$ cat src/core/seq0_params.svh
// constants for the sequence-0 input-select block: offsets, masks, resets, sizes
// assumes byte addresses on a 32-bit APB, one aligned word per register
`ifndef SEQ0_PARAMS_SVH
`define SEQ0_PARAMS_SVH

`define SEQ0_ADDR_W        12
`define SEQ0_INSEL_OFS     12'h040
`define SEQ0_END_OFS       12'h044
`define SEQ0_STAT_OFS      12'h048
`define SEQ0_INSEL_WMASK   32'h3333_3333
`define SEQ0_END_WMASK     32'h2222_2222
`define SEQ0_INSEL_RST     32'h0000_0000
`define SEQ0_END_RST       32'h0000_0000
`define SEQ0_STEPS         8
`define SEQ0_SEL_W         2
`define SEQ0_FIELD_STRIDE  4
`define SEQ0_END_BIT       1
`define SEQ0_SUPP_W        8

`endif

$ cat src/core/seq0_pkg.sv
// types shared by the sequence-0 input-select block
// assumes seq0_params.svh sets widths and step count
`include "seq0_params.svh"

package seq0_pkg;
  typedef logic [`SEQ0_SEL_W-1:0] insel_t;
  typedef logic [2:0]             step_t;
  typedef enum logic [1:0] {
    ST_IDLE = 2'b01,
    ST_ACC  = 2'b10
  } apb_st_t;
endpackage : seq0_pkg

$ cat src/core/seq0_step_if.sv
// step lookup carrier between the register file and the field selector
// assumes a single clock domain; purely combinational signals
`timescale 1ns/1ns
`default_nettype none

interface seq0_step_if;
  logic [31:0]          sel_word;
  logic [31:0]          end_word;
  seq0_pkg::step_t      step_idx;
  seq0_pkg::insel_t     sel;
  logic                 allowed;
  logic                 is_last;

  modport owner  (output sel_word, output end_word, output step_idx,
                  input sel, input allowed, input is_last);
  modport lookup (input sel_word, input end_word, input step_idx,
                  output sel, output allowed, output is_last);
endinterface : seq0_step_if

`default_nettype wire

$ cat src/core/seq0_sample_input_select.sv
// sequence-0 input select: APB register file plus per-step mux select driver
// assumes the sequencer outside presents step_valid/step_idx for one cycle per step
// Operation
// step 7 (seventh) uses read/write bits 25:24, reset zero, as input select.
// step 6 (sixth) uses read/write bits 21:20, reset zero, as input select.
// step 5 (fifth) uses read/write bits 17:16, reset zero, as input select.
// step 4 (fourth) uses read/write bits 13:12, reset zero, as input select.
// step 3 (third) uses read/write bits 9:8, reset zero, as input select.
// step 2 (second) uses read/write bits 5:4, reset zero, as input select.
// step 1 (first) uses read/write bits 1:0, reset zero, as input select.
// software ignores reserved bits and writes back what it read.
// step 8 (eighth) uses read/write bits 29:28, reset zero, as input select.
// no conversion requested for steps after the end-marked step.
// while step n executes, mux select shows step n's current field.
//
// Added by the designer: the register addresses and the APB slave port.
`timescale 1ns/1ns
`default_nettype none
`include "seq0_params.svh"

module seq0_sample_input_select (
  // clock and reset
  input  wire logic                    pclk,
  input  wire logic                    presetn,
  // apb slave
  input  wire logic [`SEQ0_ADDR_W-1:0] paddr,
  input  wire logic                    psel,
  input  wire logic                    penable,
  input  wire logic                    pwrite,
  input  wire logic [31:0]             pwdata,
  output logic      [31:0]             prdata,
  output logic                         pready,
  output logic                         pslverr,
  // sequencer step
  input  wire logic                    step_valid,
  input  wire logic [2:0]              step_idx,
  // analog front end
  output logic      [`SEQ0_SEL_W-1:0]  mux_sel,
  output logic                         conv_req,
  output logic                         step_last
);

  seq0_step_if lk ();

  seq0_pkg::apb_st_t          st_r;
  seq0_pkg::apb_st_t          st_nxt;
  logic [31:0]                sel_word_r;
  logic [31:0]                end_word_r;
  logic [31:0]                prdata_r;
  logic [31:0]                prdata_nxt;
  logic                       pslverr_r;
  logic                       pslverr_nxt;
  logic                       pready_r;
  seq0_pkg::insel_t           mux_sel_r;
  logic                       conv_req_r;
  logic                       step_last_r;
  seq0_pkg::step_t            last_idx_r;
  logic [`SEQ0_SUPP_W-1:0]    supp_cnt_r;
  logic [`SEQ0_SUPP_W-1:0]    supp_cnt_nxt;

  // decode
  wire        setup_ph   = psel & ~penable;
  wire        access_ph  = psel & penable & (st_r == seq0_pkg::ST_ACC);
  wire        hit_insel  = (paddr == `SEQ0_INSEL_OFS);
  wire        hit_end    = (paddr == `SEQ0_END_OFS);
  wire        hit_stat   = (paddr == `SEQ0_STAT_OFS);
  wire        mapped     = hit_insel | hit_end | hit_stat;
  wire        wr_insel   = access_ph & pwrite & hit_insel & ~pslverr_r;
  wire        wr_end     = access_ph & pwrite & hit_end & ~pslverr_r;
  wire        supp_step  = step_valid & ~lk.allowed;
  wire        req_step   = step_valid & lk.allowed;
  wire        supp_full  = &supp_cnt_r;

  // reserved pairs are read-only zero: masked on write, never stored
  wire [31:0] insel_wr_val = pwdata & `SEQ0_INSEL_WMASK;
  wire [31:0] end_wr_val   = pwdata & `SEQ0_END_WMASK;

  wire [31:0] stat_word = {8'h00, supp_cnt_r, 8'h00, step_last_r, last_idx_r,
                           conv_req_r, 1'b0, mux_sel_r};

  // the status register is read-only; a write to it is accepted and dropped
  assign prdata_nxt  = hit_insel ? sel_word_r :
                       hit_end   ? end_word_r :
                       hit_stat  ? stat_word  : 32'h0000_0000;
  assign pslverr_nxt = ~mapped;
  assign st_nxt      = setup_ph ? seq0_pkg::ST_ACC : seq0_pkg::ST_IDLE;
  assign supp_cnt_nxt = (supp_step & ~supp_full) ? supp_cnt_r + 8'h01 : supp_cnt_r;

  assign lk.sel_word = sel_word_r;
  assign lk.end_word = end_word_r;
  assign lk.step_idx = step_idx;

  seq0_step_lookup u_lookup (
    .lk (lk.lookup)
  );

  // apb handshake: one wait-free access phase after each setup
  always_ff @(posedge pclk or negedge presetn) begin
    if (!presetn) begin
      st_r      <= seq0_pkg::ST_IDLE;
      pready_r  <= 1'b0;
      prdata_r  <= 32'h0000_0000;
      pslverr_r <= 1'b0;
    end else begin
      st_r      <= st_nxt;
      pready_r  <= setup_ph;
      prdata_r  <= setup_ph ? prdata_nxt : 32'h0000_0000;
      pslverr_r <= setup_ph & pslverr_nxt;
    end
  end

  // select fields: all eight steps live in one word
  always_ff @(posedge pclk or negedge presetn) begin
    if (!presetn) begin
      sel_word_r <= `SEQ0_INSEL_RST;
    end else if (wr_insel) begin
      sel_word_r <= insel_wr_val;
    end
  end

  // end-of-sequence marks, one per step
  always_ff @(posedge pclk or negedge presetn) begin
    if (!presetn) begin
      end_word_r <= `SEQ0_END_RST;
    end else if (wr_end) begin
      end_word_r <= end_wr_val;
    end
  end

  // step outputs; the field is sampled at the step's own edge, so a write
  // landing in the same cycle affects the next step, not this one
  always_ff @(posedge pclk or negedge presetn) begin
    if (!presetn) begin
      mux_sel_r   <= 2'h0;
      conv_req_r  <= 1'b0;
      step_last_r <= 1'b0;
      last_idx_r  <= 3'h0;
    end else begin
      if (step_valid) begin
        mux_sel_r  <= lk.sel;
        last_idx_r <= step_idx;
      end
      conv_req_r  <= req_step;
      step_last_r <= req_step & lk.is_last;
    end
  end

  // saturating count of suppressed steps, for software diagnosis
  always_ff @(posedge pclk or negedge presetn) begin
    if (!presetn) begin
      supp_cnt_r <= 8'h00;
    end else begin
      supp_cnt_r <= supp_cnt_nxt;
    end
  end

  assign prdata    = prdata_r;
  assign pready    = pready_r;
  assign pslverr   = pslverr_r;
  assign mux_sel   = mux_sel_r;
  assign conv_req  = conv_req_r;
  assign step_last = step_last_r;

  // checks on each step's select field
  property p_sel_step0;
    @(posedge pclk) disable iff (!presetn)
      step_valid && step_idx == 3'h0 |=> mux_sel == $past(sel_word_r[1:0]);
  endproperty
  a_sel_step0: assert property (p_sel_step0) else $error("step 0 select wrong");

  property p_sel_step1;
    @(posedge pclk) disable iff (!presetn)
      step_valid && step_idx == 3'h1 |=> mux_sel == $past(sel_word_r[5:4]);
  endproperty
  a_sel_step1: assert property (p_sel_step1) else $error("step 1 select wrong");

  property p_sel_step2;
    @(posedge pclk) disable iff (!presetn)
      step_valid && step_idx == 3'h2 |=> mux_sel == $past(sel_word_r[9:8]);
  endproperty
  a_sel_step2: assert property (p_sel_step2) else $error("step 2 select wrong");

  property p_sel_step3;
    @(posedge pclk) disable iff (!presetn)
      step_valid && step_idx == 3'h3 |=> mux_sel == $past(sel_word_r[13:12]);
  endproperty
  a_sel_step3: assert property (p_sel_step3) else $error("step 3 select wrong");

  property p_sel_step4;
    @(posedge pclk) disable iff (!presetn)
      step_valid && step_idx == 3'h4 |=> mux_sel == $past(sel_word_r[17:16]);
  endproperty
  a_sel_step4: assert property (p_sel_step4) else $error("step 4 select wrong");

  property p_sel_step5;
    @(posedge pclk) disable iff (!presetn)
      step_valid && step_idx == 3'h5 |=> mux_sel == $past(sel_word_r[21:20]);
  endproperty
  a_sel_step5: assert property (p_sel_step5) else $error("step 5 select wrong");

  property p_sel_step6;
    @(posedge pclk) disable iff (!presetn)
      step_valid && step_idx == 3'h6 |=> mux_sel == $past(sel_word_r[25:24]);
  endproperty
  a_sel_step6: assert property (p_sel_step6) else $error("step 6 select wrong");

  property p_sel_step7;
    @(posedge pclk) disable iff (!presetn)
      step_valid && step_idx == 3'h7 |=> mux_sel == $past(sel_word_r[29:28]);
  endproperty
  a_sel_step7: assert property (p_sel_step7) else $error("step 7 select wrong");

  property p_write_lands;
    @(posedge pclk) disable iff (!presetn)
      psel && penable && pready && pwrite && paddr == `SEQ0_INSEL_OFS
      |=> sel_word_r == ($past(pwdata) & `SEQ0_INSEL_WMASK);
  endproperty
  a_write_lands: assert property (p_write_lands) else $error("select write lost");

  property p_no_req_after_end;
    @(posedge pclk) disable iff (!presetn)
      step_valid && step_idx == 3'h3 && end_word_r[1] |=> !conv_req;
  endproperty
  a_no_req_after_end: assert property (p_no_req_after_end) else $error("req after end");

  property p_req_follows_step;
    @(posedge pclk) disable iff (!presetn)
      conv_req |-> $past(step_valid);
  endproperty
  a_req_follows_step: assert property (p_req_follows_step) else $error("stray request");

  property p_hold_between_steps;
    @(posedge pclk) disable iff (!presetn)
      !step_valid |=> $stable(mux_sel);
  endproperty
  a_hold_between_steps: assert property (p_hold_between_steps) else $error("sel moved");

  property p_reserved_zero;
    @(posedge pclk) disable iff (!presetn)
      (sel_word_r & ~`SEQ0_INSEL_WMASK) == 32'h0000_0000;
  endproperty
  a_reserved_zero: assert property (p_reserved_zero) else $error("reserved bit set");

  property p_ready_one_cycle;
    @(posedge pclk) disable iff (!presetn)
      psel && !penable |=> pready ##1 !pready;
  endproperty
  a_ready_one_cycle: assert property (p_ready_one_cycle) else $error("pready timing wrong");

  // bus and end-mark checks, written against the raw words, not the lookup
  property p_req_step0;
    @(posedge pclk) disable iff (!presetn)
      step_valid && step_idx == 3'h0 |=> conv_req;
  endproperty
  a_req_step0: assert property (p_req_step0) else $error("step 0 not requested");

  property p_cut_after_step0;
    @(posedge pclk) disable iff (!presetn)
      step_valid && step_idx != 3'h0 && end_word_r[1] |=> !conv_req && !step_last;
  endproperty
  a_cut_after_step0: assert property (p_cut_after_step0) else $error("late request");

  property p_last_step0;
    @(posedge pclk) disable iff (!presetn)
      step_valid && step_idx == 3'h0 && end_word_r[1] |=> step_last;
  endproperty
  a_last_step0: assert property (p_last_step0) else $error("end mark lost");

  property p_last_needs_req;
    @(posedge pclk) disable iff (!presetn)
      step_last |-> conv_req;
  endproperty
  a_last_needs_req: assert property (p_last_needs_req) else $error("bare last");

  property p_count_cut;
    @(posedge pclk) disable iff (!presetn)
      step_valid && step_idx != 3'h0 && end_word_r[1] && supp_cnt_r != 8'hFF
      |=> supp_cnt_r == $past(supp_cnt_r) + 8'h01;
  endproperty
  a_count_cut: assert property (p_count_cut) else $error("cut step not counted");

  property p_unmapped_err;
    @(posedge pclk) disable iff (!presetn)
      psel && !penable && paddr != `SEQ0_INSEL_OFS && paddr != `SEQ0_END_OFS
      && paddr != `SEQ0_STAT_OFS |=> pslverr && prdata == 32'h0000_0000;
  endproperty
  a_unmapped_err: assert property (p_unmapped_err) else $error("no error on bad address");

  property p_idle_bus_quiet;
    @(posedge pclk) disable iff (!presetn)
      !pready |-> prdata == 32'h0000_0000 && !pslverr;
  endproperty
  a_idle_bus_quiet: assert property (p_idle_bus_quiet) else $error("bus output outside access");

  property p_read_sel;
    @(posedge pclk) disable iff (!presetn)
      psel && !penable && !pwrite && paddr == `SEQ0_INSEL_OFS
      |=> prdata == $past(sel_word_r);
  endproperty
  a_read_sel: assert property (p_read_sel) else $error("select read wrong");

  property p_end_write_lands;
    @(posedge pclk) disable iff (!presetn)
      psel && penable && pready && pwrite && paddr == `SEQ0_END_OFS
      |=> end_word_r == ($past(pwdata) & `SEQ0_END_WMASK);
  endproperty
  a_end_write_lands: assert property (p_end_write_lands) else $error("end write lost");

  property p_stat_read_only;
    @(posedge pclk) disable iff (!presetn)
      psel && penable && pready && pwrite && paddr == `SEQ0_STAT_OFS
      |=> $stable(sel_word_r) && $stable(end_word_r);
  endproperty
  a_stat_read_only: assert property (p_stat_read_only) else $error("status write landed");

  c_write_then_step: cover property (@(posedge pclk) disable iff (!presetn)
    wr_insel ##[1:20] (step_valid && step_idx == 3'h7));
  c_suppressed: cover property (@(posedge pclk) disable iff (!presetn)
    step_valid && !lk.allowed);
  c_last_step: cover property (@(posedge pclk) disable iff (!presetn) step_last);
  c_bad_addr: cover property (@(posedge pclk) disable iff (!presetn) pready && pslverr);

endmodule : seq0_sample_input_select

`default_nettype wire

$ cat src/core/seq0_step_lookup.sv
// picks the current step's select field and end-of-sequence status
// assumes the owner holds the register words stable for the lookup
`timescale 1ns/1ns
`default_nettype none
`include "seq0_params.svh"

module seq0_step_lookup (
  // step lookup
  seq0_step_if.lookup lk
);

  function automatic seq0_pkg::insel_t field_at(input logic [31:0] w,
                                                 input seq0_pkg::step_t idx);
    field_at = w[idx*`SEQ0_FIELD_STRIDE +: `SEQ0_SEL_W];
  endfunction : field_at

  function automatic logic end_at(input logic [31:0] w, input seq0_pkg::step_t idx);
    end_at = w[idx*`SEQ0_FIELD_STRIDE + `SEQ0_END_BIT];
  endfunction : end_at

  // true if some earlier step carries the end mark
  function automatic logic end_before(input logic [31:0] w, input seq0_pkg::step_t idx);
    logic hit;
    hit = 1'b0;
    for (int i = 0; i < `SEQ0_STEPS; i++) begin
      if (i < int'(idx) && end_at(w, 3'(i))) begin
        hit = 1'b1;
      end
    end
    end_before = hit;
  endfunction : end_before

  assign lk.sel     = field_at(lk.sel_word, lk.step_idx);
  assign lk.allowed = ~end_before(lk.end_word, lk.step_idx);
  assign lk.is_last = end_at(lk.end_word, lk.step_idx);

endmodule : seq0_step_lookup

`default_nettype wire

$ cat config.mk
export PLATFORM = sky130hd
export DESIGN_NAME = seq0_sample_input_select
export DESIGN_NICKNAME = d
export VERILOG_FILES = /design/src/core/seq0_pkg.sv /design/src/core/seq0_step_if.sv /design/src/core/seq0_sample_input_select.sv /design/src/core/seq0_step_lookup.sv
export VERILOG_INCLUDE_DIRS = /design/src /design/src/core
export SDC_FILE = /design/constraint.sdc
export NUM_CORES = 1
export LEC_CHECK = 0
export BUFFER_PORTS_ARGS = -buffer_cell sky130_fd_sc_hd__buf_2
export CAP_MARGIN = 0
export CELL_PAD_IN_SITES_DETAIL_PLACEMENT = 1
export CELL_PAD_IN_SITES_GLOBAL_PLACEMENT = 1
export CORE_ASPECT_RATIO = 1.1
export CORE_UTILIZATION = 36
export DETAILED_ROUTE_END_ITERATION = 7
export PLACE_DENSITY = 0.82
export RECOVER_POWER = 100
export SYNTH_ARGS = -nofsm -noshare
export SYNTH_HDL_FRONTEND = slang
export SYNTH_SLANG_ARGS = --single-unit
$ cat constraint.sdc
create_clock -name pclk -period 1.87 [get_ports pclk]
set_clock_uncertainty 0.2 [all_clocks]
set_input_delay 0.561 -clock pclk [delete_from_list [all_inputs] [get_ports pclk]]
set_output_delay 0.561 -clock pclk [all_outputs]
set_load 0.1 [all_outputs]
[Word level (Yosys, flattened, before mapping)]
Index checks and enable logic that the tools add are counted.
Word-level totals
  register bits: 73
  input bits: 53
  output and inout port bits: 38
Operators by class
  $add $sub $neg: 2
  $lt $le $gt $ge: 8
  equality and inequality tests: 4
  shifts and indexed selects: 1
  multiplexer cells: 14
  bitwise logic cells: 20
  reduce and logical (&&, ||, !) cells: 8
Operator list (number)
  $mux 30: 3
  $eq 12x7->1 const B: 3
  $lt 32x6->1 const B: 1
  $shiftx 32x6->2: 1
  $mux 24: 1
  $and 1x1->1: 13
  $lt 3x3->1 const A: 3
  $add 8x1->8 const B: 1
  $mux 1: 8
  $reduce_and 8->1: 1
  $logic_and 1x1->1: 7
  $add 5x1->6 const B: 1
  $lt 1x3->1 const A: 2
  $lt 2x3->1 const A: 2
  $bmux 1 s5: 1
  $not 1->1: 5
  $eq 2x2->1 const B: 1
  $mux 2: 1
  $or 1x1->1: 2

[Longest topological paths before layout]
  word-level depth: 12
  mapped depth: 6

[Cells and area by module]
From an unflattened synthesis, not the netlist that was laid out.
Second synthesis, totals
  cell total of the unflattened synthesis: 221
  area, all modules: 2942.8 um^2
Modules (own cells, without submodules)
  seq0_sample_input_select: times used 1, cells each 198, area an instance 2670.1 um^2
  seq0_step_lookup: times used 1, cells each 23, area an instance 272.8 um^2

[Worst setup path after synthesis]
Ideal clock, no wire load.
  kind: register -> register
  start point: register pready (netlist name)
  end point: register end_word_r[13]
  data arrival time: 2.218 ns
  slack: -0.673 ns
  cell stages (with the launch flop): 6
  period minus slack after synthesis: 2.543 ns
  path through: dfrtp_1 -> nand4b_1 -> nor3b_1 -> nand2_1 -> nor2_2 -> mux2_2
RTL lines
  end signal, assigned: RTL line seq0_sample_input_select.sv:124  | end_word_r <= `SEQ0_END_RST;
  end signal, assigned: RTL line seq0_sample_input_select.sv:126  | end_word_r <= end_wr_val;
  end, declared: RTL line seq0_sample_input_select.sv:48  | logic [31:0] end_word_r;

[Worst setup path after layout]
  start point: input paddr[5]
  end point: register prdata_r[1] (netlist: prdata[1])
On the way
  word-level cells in the longest chain between the ends: 5
Ends and longest elaborated chain
  start, declared: RTL line seq0_sample_input_select.sv:26  | input wire logic [`SEQ0_ADDR_W-1:0] paddr,
  $eq 12x7->1 (no source line)
  $mux 24: RTL line seq0_sample_input_select.sv:84  | hit_stat ? stat_word : 32'h0000_0000;
  $mux 30: RTL line seq0_sample_input_select.sv:83  | hit_end ? end_word_r :
  $mux 30 *: RTL line seq0_sample_input_select.sv:82  | assign prdata_nxt = hit_insel ? sel_word_r :
  $mux 30 *: RTL line seq0_sample_input_select.sv:107  | prdata_r <= setup_ph ? prdata_nxt : 32'h0000_0000;
  end signal, assigned: RTL line seq0_sample_input_select.sv:107
  end, declared: RTL line seq0_sample_input_select.sv:49  | logic [31:0] prdata_r;
Every way passes the cells marked *; elsewhere a longest branch is shown, timed or not.
A chain may end at the register's enable or synchronous reset.

==> reports/results.txt <==
Status -> finished, final reports clean
Layout cells sized above 1 -> 50.8%
Cells after Synth -> 223
Worst-margin pin slew -> 0.880 ns
CP startpoint -> paddr[5]
Most common cell in the netlist -> dfrtp_1
Synth-to-Final Area Change -> 34.5%
Top post-synthesis cells by count -> dfrtp_1, nor2_1, mux2_2, buf_4, mux2_4
Clk pwr share -> 45.7%
Min Hold Slack -> 0.239 ns
RR Startpoint -> end_word_r[17]$_DFFE_PN0P_
Setup_tns -> 0 ns
Vias in the first global route -> 2293
Total chip power -> 3.19 mW
Hold crit path type -> in -> async
Synth top area cells -> dfrtp_1, mux2_2, mux2_4
Period utilization -> 99.9%
H-tree Lvls -> 3
Post-synth EDFFs -> 0
R2R Setup Slk -> 0.01 ns
CP startpoint kind -> input port
First-pass GRT wire length -> 12.0 mm
Largest area contributor in the netlist -> dfrtp_1
Type of the worst setup path -> in -> reg
Clock-pin slew on the worst setup and hold paths -> 0.08 ns
DRC violations left -> 0
Grt total ovfl -> 0
Combinational Power Share -> 9.5%
Antenna-violating nets left -> 0
VDD IR max -> 0.000348 V
Chip Height -> 97.3 um
Pins Over Slew Limit -> 0
Pwr dens -> 798 nW/um2
Asr flop ratio synth -> 100%
Clock Tree Root -> clkbuf_8
Cts hold-fix bufs -> 0
Max_cap viols -> 0
Leak pwr -> 2.01 nW
DR vias/cell -> 4.87
Placed Area -> 3690 um2
Crit path capture type -> flip-flop
Cell Area, Synth -> 2970 um2
Inserted Clock Buffers -> 9
Fin. Hold Viols -> 0
Seq cells post-synth -> 65
Internal power -> 2.38 mW
Crit path DAT -> 1.92 ns
CTS tree -> done
Filler cells -> 863
Final instance area -> 4000 um2
Top Ports -> 91
Pin count of the biggest net entering global routing -> 66
Family with the most delay on the worst path -> simple AND/OR/NAND/NOR gates
Psw -> 0.804 mW
CTS Sinks -> 65
Mean post-synth cell area -> 13.3 um2
Die ar. -> 8620 um2
Clock Latency Late Sink -> 0.34 ns
Initial antenna violation count -> 1
CP max stage cell -> nor4b_4
CTS Buffer Depth -> 2
Synth cell types -> 46
Wirelength, routed -> 7.61 mm
Dpl hpwl -> 5.49 mm
Sequential power share -> 44.9%
Relative slew slack -> 41.3%
Vias -> 2133
Total core area -> 7960 um2
Achievable Freq -> 535 MHz
Worst-path cell chain -> clkbuf_2, nor4b_4, clkbuf_1, nor2b_1, nand2_1, nor3_1
Iter 0 DRT Violations -> 150
Yosys top cell area share -> 53.9%
Port Buffers -> 65
Unrepaired setup endpoints after global routing -> yes
Tot GR Track Use -> 18.8%
CP max stage delay -> 0.33 ns
Drt pass-1 iters -> 4
FP Rows -> 34
RD Place Congestion -> 0.829
Final setup vio count -> 0
Number of nets in the layout -> 378
Top FF cell, synth -> dfrtp_1
CP required -> 1.92 ns
Worst Path Buf+Inv -> 2
Initial Util -> 37.4%
Switching Fraction -> 25.2%
Critical path peak fanout -> 4
Post-layout minimum cycle time -> 1.87 ns
Yosys warns -> 0
Die W -> 88.6 um
Post-synthesis sequential area ratio -> 54.8%
DR WL/cell -> 17.4 um
[worst paths after layout]
| path | to | cells past startpoint |
|---|---|---|
| max reg2reg | supp_cnt_r[2]$_DFFE_PN0P_ | 7 |
| min | prdata[18]$_DFF_PN0_ | 2 |
| max in group asynchronous | pready$_DFF_PN0_ | 2 |
| min in group pclk | lk.sel_word[8]$_DFFE_PN0P_ | 2 |
| min reg2reg | prdata[7]$_DFF_PN0_ | 1 |
| max | prdata[1]$_DFF_PN0_ | 6 |
[through the flow]
step	util (%)	setup WS [ns]	cells
floorplan	-	-0.200	231
global placement	46.4	-0.309	417
detailed placement	46.4	-0.316	417
CTS	50.1	0.00363	436
global route	50.2	-0.0647	438
finish	50.2	0.00101	438
[cells by family (layout without fill, tap and decap cells)]
| kind of cell | count (synthesis) | in the layout | synth area share [%] |
|---|---|---|---|
| other | 1 | 10 | 0.126 |
| adder cells (fa/ha/maj) | 1 | 1 | 0.421 |
| flip-flops | 65 | 65 | 54.8 |
| multiplexers | 41 | 41 | 18.8 |
| AO/OA/AOI/OAI | 18 | 18 | 4.72 |
| buffers and inverters | 18 | 115 | 4.59 |
| XOR/XNOR | 7 | 7 | 2.06 |
| AND/OR/NAND/NOR | 72 | 73 | 14.5 |
[routing by layer]
layer	track usage (%)	share of wire, %	wire length [um]	up-vias
met3	4.42	4.6	347	10
li1	-	-	-	984
met1	23.2	41	3110	1072
met5	0	0	0	-
met4	7.20	1.9	145	0
met2	31.4	53	4010	67
[cell usage in the layout, fill, tap and decap left out, types with 2 or more instances in the layout]
cell | synthesis | layout
o211ai_1 | 2 | 2
nand2_4 | 1 | 2
buf_6 | 0 | 4
dfrtp_1 | 64 | 62
inv_1 | 2 | 2
clkbuf_2 | 0 | 3
clkbuf_4 | 0 | 26
a22oi_1 | 8 | 8
buf_2 | 1 | 33
buf_4 | 11 | 25
mux4_2 | 6 | 6
mux2_2 | 18 | 13
bufinv_16 | 0 | 3
nand2b_1 | 5 | 5
nor2_1 | 19 | 18
conb_1 | 1 | 9
mux2i_1 | 7 | 7
clkinvlp_4 | 0 | 2
clkbuf_8 | 1 | 9
a21oi_1 | 3 | 3
nor2_4 | 0 | 2
mux2_4 | 10 | 15
and3_2 | 2 | 2
xor2_1 | 6 | 6
and2_1 | 7 | 6
nor3_2 | 1 | 4
and3_1 | 4 | 4
nand2_1 | 7 | 7
nor3_1 | 8 | 4
nand3_1 | 4 | 4
clkbuf_1 | 1 | 5
nor2b_1 | 2 | 2
[power groups by stage]
stage	registers (mW)	logic (mW)	clock network, mW
after floorplan	1.50	0.158	0
after CTS	1.43	0.321	1.48
final	1.43	0.302	1.46
after global routing	1.43	0.323	1.54
after detailed placement	1.46	0.318	0
after global placement	1.46	0.311	0
[flip-flops by register name (all words and copies together) (netlist names)]
register     flops
st_r             1
step_last        1
last_idx_r       3
lk.sel_word     16
conv_req         1
mux_sel          2
pready           1
end_word_r       8
prdata          23
pslverr          1
supp_cnt_r       8
[layout make-up]
cell class              count  area, um2  share of cell area (%)
repair buffers             97        647                    16.2
multi-input cells         149       1330                    33.2
inverters                   2       7.51                   0.188
diodes                      1       2.50                  0.0626
clock inverters             7        119                    2.97
flip-flops and latches     65       1630                    40.9
well taps                 108        135                    3.38
clock buffers               9        124                    3.10
[what timing repair did]
item / CTS / global route
buffers inserted: 3 / 0
setup endpoints to repair: 15 / 36
pin swaps: 1 / 3
cloned: 0 / 1
gates resized for setup: 14 / 22
(Power assumes the default switching activity.)
